### config.mk
export PLATFORM = sky130hd
export DESIGN_NAME = ioex_expander
export DESIGN_NICKNAME = d
export VERILOG_FILES = /design/src/ioex_pkg.sv /design/src/ioex_expander.sv
export SDC_FILE = /design/constraint.sdc
export NUM_CORES = 1
export LEC_CHECK = 0
export ABC_AREA = 0
export BUFFER_PORTS_ARGS = -buffer_cell sky130_fd_sc_hd__buf_2
export CORE_MARGIN = 3
export CORE_UTILIZATION = 52
export CTS_CLUSTER_SIZE = 16
export DETAILED_ROUTE_END_ITERATION = 6
export PLACE_DENSITY_LB_ADDON = 0.05
export SLEW_MARGIN = 10
export SYNTH_ARGS = -nofsm -noshare
export SYNTH_HDL_FRONTEND = slang
export SYNTH_HIERARCHICAL = 1
export SYNTH_SLANG_ARGS = --single-unit
### constraint.sdc
create_clock -name ref_clk -period 2.1 [get_ports ref_clk]
set_input_delay 0.105 -clock ref_clk [delete_from_list [all_inputs] [get_ports ref_clk]]
set_output_delay 0.105 -clock ref_clk [all_outputs]
set_load 0.05 [all_outputs]
### src/ioex_pkg.sv
`timescale 1ns/1ps
package ioex_pkg;
    // ****************************************
    // Framing constants
    // ****************************************
    localparam int PORT_W = 8;
    localparam int SEL_W = 3;
    localparam int HIGH_W = 4;
    localparam int BUF_DEPTH = 2;
    localparam logic [3:0] BIT_ZERO = 4'h0;
    localparam logic [3:0] BIT_ONE = 4'h1;
    localparam logic [3:0] BYTE_DONE = 4'h8;
    localparam int MSB = 7;
    localparam int RW_BIT = 0;
    localparam int SEL_LSB = 1;
    localparam int SEL_MSB = 3;
    localparam int HIGH_LSB = 4;
    localparam logic [7:0] LATCH_RST = 8'h00;
    localparam int SYNC_W = 13;
    localparam int SYN_SCL = 12;
    localparam int SYN_SDA = 11;
    localparam int SYN_SEL_LSB = 8;

    // ****************************************
    // Serial engine states
    // ****************************************
    typedef enum logic [5:0] {
        ST_IDLE = 6'b00_0001,
        ST_ADDR = 6'b00_0010,
        ST_WRITE = 6'b00_0100,
        ST_READ = 6'b00_1000,
        ST_ACK = 6'b01_0000,
        ST_MACK = 6'b10_0000
    } ioex_state_t;
endpackage : ioex_pkg

// ****************************************
// Two-entry byte buffer
// ****************************************
module ioex_pair_buf
    import ioex_pkg::*;
(
    input wire logic ref_clk,
    input wire logic nrst,
    input wire logic in_valid,
    output logic in_ready,
    input wire logic [PORT_W-1:0] in_data,
    output logic out_valid,
    input wire logic out_ready,
    output logic [PORT_W-1:0] out_data
);
    logic [PORT_W-1:0] mem [BUF_DEPTH];
    logic wr_ptr;
    logic rd_ptr;
    logic [1:0] count;
    logic push;
    logic pop;

    assign in_ready = (count != 2'h2);
    assign out_valid = (count != 2'h0);
    assign out_data = mem[rd_ptr];
    assign push = in_valid && in_ready;
    assign pop = out_valid && out_ready;

    always_ff @(posedge ref_clk or negedge nrst) begin
        if (!nrst) begin
            mem[0] <= LATCH_RST;
            mem[1] <= LATCH_RST;
        end else if (push) begin
            mem[wr_ptr] <= in_data;
        end
    end

    always_ff @(posedge ref_clk or negedge nrst) begin
        if (!nrst) begin
            wr_ptr <= 1'b0;
            rd_ptr <= 1'b0;
        end else begin
            if (push) begin
                wr_ptr <= ~wr_ptr;
            end
            if (pop) begin
                rd_ptr <= ~rd_ptr;
            end
        end
    end

    always_ff @(posedge ref_clk or negedge nrst) begin
        if (!nrst) begin
            count <= 2'h0;
        end else begin
            case ({push, pop})
                2'b10: count <= count + 2'h1;
                2'b01: count <= count - 2'h1;
                default: count <= count;
            endcase
        end
    end
endmodule : ioex_pair_buf

### src/ioex_expander.sv
`timescale 1ns/1ps
module ioex_expander
    import ioex_pkg::*;
#(
    parameter logic [HIGH_W-1:0] ADDR_HIGH = 4'h4 // Arbitrary fixed address part
)(
    input wire logic ref_clk,
    input wire logic nrst,
    input wire logic scl_in,
    input wire logic sda_in,
    output logic sda_out,
    output logic sda_oe,
    input wire logic addr_select_pin_0,
    input wire logic addr_select_pin_1,
    input wire logic addr_select_pin_2,
    input wire logic [PORT_W-1:0] port_pin_in,
    output logic [PORT_W-1:0] port_pin_out,
    output logic [PORT_W-1:0] port_pin_oe,
    input wire logic latch_hold,
    output logic [PORT_W-1:0] dir_latch,
    output logic [PORT_W-1:0] in_latch,
    output logic busy
);
    // ****************************************
    // Declarations
    // ****************************************
    logic [SYNC_W-1:0] sync1;
    logic [SYNC_W-1:0] sync2;
    logic scl_d;
    logic sda_d;
    logic scl_s;
    logic sda_s;
    logic [SEL_W-1:0] sel_s;
    logic [PORT_W-1:0] pin_s;
    logic scl_rise;
    logic scl_fall;
    logic start_cond;
    logic stop_cond;
    ioex_state_t state;
    logic [3:0] bit_cnt;
    logic [PORT_W-1:0] rx_shift;
    logic [PORT_W-1:0] tx_shift;
    logic read_mode;
    logic first_byte;
    logic master_ack;
    logic addr_match;
    logic byte_end;
    logic dir_load;
    logic data_push;
    logic sample_now;
    logic [PORT_W-1:0] pin_view;
    logic [PORT_W-1:0] out_latch;
    logic buf_in_ready;
    logic buf_out_valid;
    logic buf_out_ready;
    logic [PORT_W-1:0] buf_out_data;

    // ****************************************
    // Input synchronisers
    // ****************************************
    always_ff @(posedge ref_clk or negedge nrst) begin
        if (!nrst) begin
            sync1 <= 13'h1_800;
            sync2 <= 13'h1_800;
        end else begin
            sync1 <= {scl_in, sda_in, addr_select_pin_2, addr_select_pin_1, addr_select_pin_0, port_pin_in};
            sync2 <= sync1;
        end
    end

    assign scl_s = sync2[SYN_SCL];
    assign sda_s = sync2[SYN_SDA];
    assign sel_s = sync2[SYN_SEL_LSB +: SEL_W];
    assign pin_s = sync2[PORT_W-1:0];

    always_ff @(posedge ref_clk or negedge nrst) begin
        if (!nrst) begin
            scl_d <= 1'b1;
            sda_d <= 1'b1;
        end else begin
            scl_d <= scl_s;
            sda_d <= sda_s;
        end
    end

    // ****************************************
    // Bus conditions
    // ****************************************
    assign scl_rise = scl_s && !scl_d;
    assign scl_fall = !scl_s && scl_d;
    assign start_cond = scl_s && scl_d && sda_d && !sda_s;
    assign stop_cond = scl_s && scl_d && !sda_d && sda_s;
    assign byte_end = scl_fall && (bit_cnt == BYTE_DONE);
    assign addr_match = (rx_shift[SEL_MSB:SEL_LSB] == sel_s)
        && (rx_shift[MSB:HIGH_LSB] == ADDR_HIGH);

    // ****************************************
    // Port view seen by the input latch
    // ****************************************
    genvar gi;
    generate
        for (gi = 0; gi < PORT_W; gi++) begin : g_view
            assign pin_view[gi] = dir_latch[gi] ? out_latch[gi] : pin_s[gi];
        end
    endgenerate

    // ****************************************
    // Serial engine
    // ****************************************
    assign dir_load = (state == ST_WRITE) && byte_end && first_byte;
    assign data_push = (state == ST_WRITE) && byte_end && !first_byte && buf_in_ready;
    assign sample_now = byte_end && ((state == ST_ADDR && rx_shift[RW_BIT] && addr_match)
        || (state == ST_READ && read_mode));

    always_ff @(posedge ref_clk or negedge nrst) begin
        if (!nrst) begin
            state <= ST_IDLE;
        end else if (start_cond) begin
            state <= ST_ADDR;
        end else if (stop_cond) begin
            state <= ST_IDLE;
        end else begin
            case (state)
                ST_IDLE: state <= ST_IDLE;
                ST_ADDR: begin
                    if (byte_end) begin
                        state <= addr_match ? ST_ACK : ST_IDLE;
                    end
                end
                ST_WRITE: begin
                    if (byte_end) begin
                        state <= (first_byte || buf_in_ready) ? ST_ACK : ST_IDLE;
                    end
                end
                ST_READ: begin
                    if (byte_end) begin
                        state <= ST_MACK;
                    end
                end
                ST_ACK: begin
                    if (scl_fall) begin
                        state <= read_mode ? ST_READ : ST_WRITE;
                    end
                end
                ST_MACK: begin
                    if (scl_fall) begin
                        state <= master_ack ? ST_READ : ST_IDLE;
                    end
                end
                default: state <= ST_IDLE;
            endcase
        end
    end

    always_ff @(posedge ref_clk or negedge nrst) begin
        if (!nrst) begin
            bit_cnt <= BIT_ZERO;
        end else if (start_cond) begin
            bit_cnt <= BIT_ZERO;
        end else if (scl_rise && (state == ST_ADDR || state == ST_WRITE || state == ST_READ)) begin
            bit_cnt <= bit_cnt + BIT_ONE;
        end else if (scl_fall && (state == ST_ACK || state == ST_MACK)) begin
            bit_cnt <= BIT_ZERO;
        end
    end

    always_ff @(posedge ref_clk or negedge nrst) begin
        if (!nrst) begin
            rx_shift <= LATCH_RST;
        end else if (scl_rise && (state == ST_ADDR || state == ST_WRITE)) begin
            rx_shift <= {rx_shift[MSB-1:0], sda_s};
        end
    end

    always_ff @(posedge ref_clk or negedge nrst) begin
        if (!nrst) begin
            read_mode <= 1'b0;
        end else if (state == ST_ADDR && byte_end) begin
            read_mode <= rx_shift[RW_BIT];
        end
    end

    always_ff @(posedge ref_clk or negedge nrst) begin
        if (!nrst) begin
            first_byte <= 1'b1;
        end else if (start_cond) begin
            first_byte <= 1'b1;
        end else if (dir_load) begin
            first_byte <= 1'b0;
        end
    end

    always_ff @(posedge ref_clk or negedge nrst) begin
        if (!nrst) begin
            master_ack <= 1'b0;
        end else if (state == ST_MACK && scl_rise) begin
            master_ack <= !sda_s;
        end
    end

    // ****************************************
    // Data line drive
    // ****************************************
    always_ff @(posedge ref_clk or negedge nrst) begin
        if (!nrst) begin
            tx_shift <= LATCH_RST;
        end else if (scl_fall && ((state == ST_ACK && read_mode) || (state == ST_MACK && master_ack))) begin
            tx_shift <= in_latch;
        end else if (scl_fall && state == ST_READ) begin
            tx_shift <= {tx_shift[MSB-1:0], 1'b1};
        end
    end

    always_ff @(posedge ref_clk or negedge nrst) begin
        if (!nrst) begin
            sda_oe <= 1'b0;
        end else if (start_cond || stop_cond) begin
            sda_oe <= 1'b0;
        end else if (scl_fall) begin
            case (state)
                ST_ADDR: sda_oe <= (bit_cnt == BYTE_DONE) && addr_match;
                ST_WRITE: sda_oe <= (bit_cnt == BYTE_DONE) && (first_byte || buf_in_ready);
                ST_READ: sda_oe <= (bit_cnt != BYTE_DONE) && !tx_shift[MSB-1];
                ST_ACK: sda_oe <= read_mode && !in_latch[MSB];
                ST_MACK: sda_oe <= master_ack && !in_latch[MSB];
                default: sda_oe <= 1'b0;
            endcase
        end
    end

    assign sda_out = 1'b0;

    // ****************************************
    // Latches
    // ****************************************
    always_ff @(posedge ref_clk or negedge nrst) begin
        if (!nrst) begin
            dir_latch <= LATCH_RST;
        end else if (dir_load) begin
            dir_latch <= rx_shift;
        end
    end

    always_ff @(posedge ref_clk or negedge nrst) begin
        if (!nrst) begin
            in_latch <= LATCH_RST;
        end else if (sample_now) begin
            in_latch <= pin_view;
        end
    end

    ioex_pair_buf u_buf (
        .ref_clk(ref_clk),
        .nrst(nrst),
        .in_valid(data_push),
        .in_ready(buf_in_ready),
        .in_data(rx_shift),
        .out_valid(buf_out_valid),
        .out_ready(buf_out_ready),
        .out_data(buf_out_data)
    );

    assign buf_out_ready = !latch_hold;

    always_ff @(posedge ref_clk or negedge nrst) begin
        if (!nrst) begin
            out_latch <= LATCH_RST;
        end else if (buf_out_valid && buf_out_ready) begin
            out_latch <= buf_out_data;
        end
    end

    assign port_pin_out = out_latch;
    assign port_pin_oe = dir_latch;
    assign busy = (state != ST_IDLE);
endmodule : ioex_expander

==> flow_summary.ini <==
[timing]
hold_ws_ns = 0.145
fin_setup_tns_ns = -0.236
rsz0062_at_grt = yes
finalClockSkew_ns = 0.0146
hold_violations = 0
timing.final.setup_violations = 17
finalCriticalPeriod_ns = 2.13
tightest_slew_ns = 0.950
relSlewSlack_pct = 36.6
max_freq_ghz = 0.470
slew_violations = 0
fin_crit_sh_pct = 101
fin_ws_ns = -0.0285

[critical_path]
end_kind = flip-flop
ff2ff_path_depth = 7
crit_cells = 7
crit_family = simple AND/OR/NAND/NOR gates
cp_max_fo = 8
max_stage_delay_ns = 0.55
crit_type = flip-flop to flip-flop
cpMaxStageDelayCell = or4_4
crit_arrival_ns = 2.37
startpoint_type = flip-flop
path_cells = or4_4 -> nor2_4 -> nand2_2 -> nor3b_4 -> and3b_2 -> buf_12 -> mux2_4
crit_buf_inv = 1
critPathRequiredTime_ns = 2.34

[logic_synthesis]
ys_warn_count = 6
async_flop_share_pct = 100
yosysTopAreaCell = dfrtp_1
synth.yosys.seq_area_share_pct = 56.3
synth_common_cells = 93 x dfrtp_1, 49 x mux2_2, 16 x mux2_4
syn_inst = 330
synth_area_per_cell_sq_um = 13.7
synth_edf_count = 0
syn_nets = 349
synth_ff_type = dfrtp_1
netlist_area_sq_um = 4510
synth-seq-cells = 101
yosysMostFrequentCell = dfrtp_1
synthTopCellsByArea = dfrtp_1 52%, mux2_2 12%, mux2_4 5.3%
synth_cell_types = 60
synth_top_area_share_pct = 51.6

[power_and_ir_drop]
finalPower_w = 0.00365
pwr-share-seq_pct = 57.5
pwr-share-clk_pct = 32.4
swShare_pct = 27.0
internal-power_w = 0.00267
pwr-share-comb_pct = 10.0
leakagePower_nw = 2.71
p_per_area_nw_per_um2 = 661
ir_worst_vdd_v = 0.000355
power_switching_w = 0.000985

[cts]
cts.clk_slew.worst_paths_ns = 0.11
clock_latency_ns = 0.36
cts_max_path_buffers = 2
ctsHtreeMaxLevel = 3
numCtsBuffers = 9
cts_sinks = 101
cts_tree = yes
cts_root_buf = clkbuf_8

[final_layout]
n_fill_cell = 636
multi_input_area_sq_um = 1880
register_area_sq_um = 2540
layout.cells.non_filler = 534
layout-drive-gt1-share_pct = 48.5
diodes = 0
area_delta_synth_final_pct = 22.7
final_net_count = 443

[routing]
drc = 0
drt_iter0_drc = 94
dr.pass1.iters = 4
via_per_inst = 5.39
postRouteAntennaNets = 0
vias = 2879
post_drt_wl_per_cell_um = 17.5
routed_wl_um = 9360

[grt]
grt_overflow = 0
track_usage_pct = 20.4
antenna_found_initial = 0
grt_pass1_vias = 2992
grt_pass1_wl_um = 15700
grt_max_degree = 53

[placed_design]
io_buffers = 49
dp_hpwl_um = 6520
dp_cells = 497
gp_congestion = 0.908

[outcome]
status = finished with violations
violations = setup timing

[floorplan]
die_area_sq_um = 9820
io-pin-count = 51
die_w_um = 99.1
rows = 33
core_region_area_sq_um = 8300
start_util_pct = 54.3
die_h_um = 99.1

[run]
cap_violations = 0

[worst_hold_path]
holdCritPathClass = input pin to asynchronous set/reset pin
[worst reg2reg max path, cell delays in order (launching register included)]
cell and delay, ns:
dfrtp_1 0.39, or4_4 0.55, nor2_4 0.11, nand2_2 0.08, nor3b_4 0.23, and3b_2 0.23, buf_12 0.14, mux2_4 0.29
[cells by family after synthesis]
family | synth area share [%]
buffers and inverters | 4.11
DFF | 56.3
muxes | 17.6
and+or+nand+nor | 9.63
xor gates and xnor gates | 2.53
adders and majority gates | 0.833
AOI/OAI and AO/OA | 8.94
other | 0.0832
[power by group through the flow]
stage / logic [W] / registers (W) / clock network, W
after floorplan: 0.000234 / 0.00209 / 0
after global placement: 0.000302 / 0.00213 / 0
after global routing: 0.000396 / 0.00211 / 0.00132
final: 0.000366 / 0.00210 / 0.00119
after CTS: 0.000329 / 0.00210 / 0.00123
after detailed placement: 0.000307 / 0.00214 / 0
[worst paths after layout]
check,start,endpoint,slack (ns)
worst max-delay path,state[1],u_buf/mem[11],-0.03
worst min-delay path,nrst,u_buf/mem[5],0.15
worst max register to register,state[1],u_buf/mem[11],-0.03
worst min register to register,sync1[9],sync2[9],0.36
max in group asynchronous,nrst,dir_latch[2],1.27
min in group ref_clk,latch_hold,u_buf/rd_ptr,0.22
[state kept, by name, summed over array words and instances, names as in the netlist, 4 cells and up]
register	cells
rx_shift	8
state	6
in_latch	8
dir_latch	8
sync2	13
bit_cnt	4
u_buf/mem	16
sync1	13
tx_shift	7
port_pin_out	8
[placed cells by master (no fill, tap or decap), types with 3 or more instances in the layout]
master,count
nand2b_1,6
dfstp_2,8
nor3_1,8
a21o_1,8
buf_4,37
or4_4,3
nor2b_1,4
xnor2_1,4
mux2_2,49
nand3b_1,5
nand3_1,4
mux2_4,16
dlygate4sd3_1,14
a21oi_1,4
clkbuf_8,9
buf_12,4
inv_1,6
o211ai_1,5
buf_2,48
o21ai_0,4
a22o_1,9
dfrtp_1,93
nand2_1,6
xor2_1,8
nor2_1,4
[routing by layer]
metal	up-vias	GRT usage (%)	share of wire, %
li1	1367	-	-
met1	1423	29.0	48
met2	75	31.5	46
met3	14	4.77	4.5
met4	0	5.78	1.5
met5	-	0	0
[layout make-up]
type / instances / share of cell area (%)
flip-flops and latches: 101 / 45.9
multi-input cells: 200 / 34.1
repair buffers: 105 / 13.8
well taps: 105 / 2.38
clock buffers: 10 / 2.31
clock inverters: 6 / 1.15
inverters: 7 / 0.475
[per-stage QoR]
stage	cell area (sq um)	util [%]	worst slack, ns
floorplan	4530	-	-0.0844
global placement	5040	60.8	-0.0937
detailed placement	5040	60.8	-0.0989
CTS	5420	65.3	-0.00164
global route	5530	66.7	-0.130
finish	5530	66.7	-0.0285
[timing repair]
| action | CTS | global route |
|---|---|---|
| endpoints found under the hold margin | 74 | 0 |
| resized for setup | 4 | 17 |
| setup buffers | 2 | 5 |
| hold buffers | 14 | 0 |
| endpoints found under the setup margin | 33 | 35 |
| pin swaps | 3 | 8 |
Power figures use the tool's default switching activity.
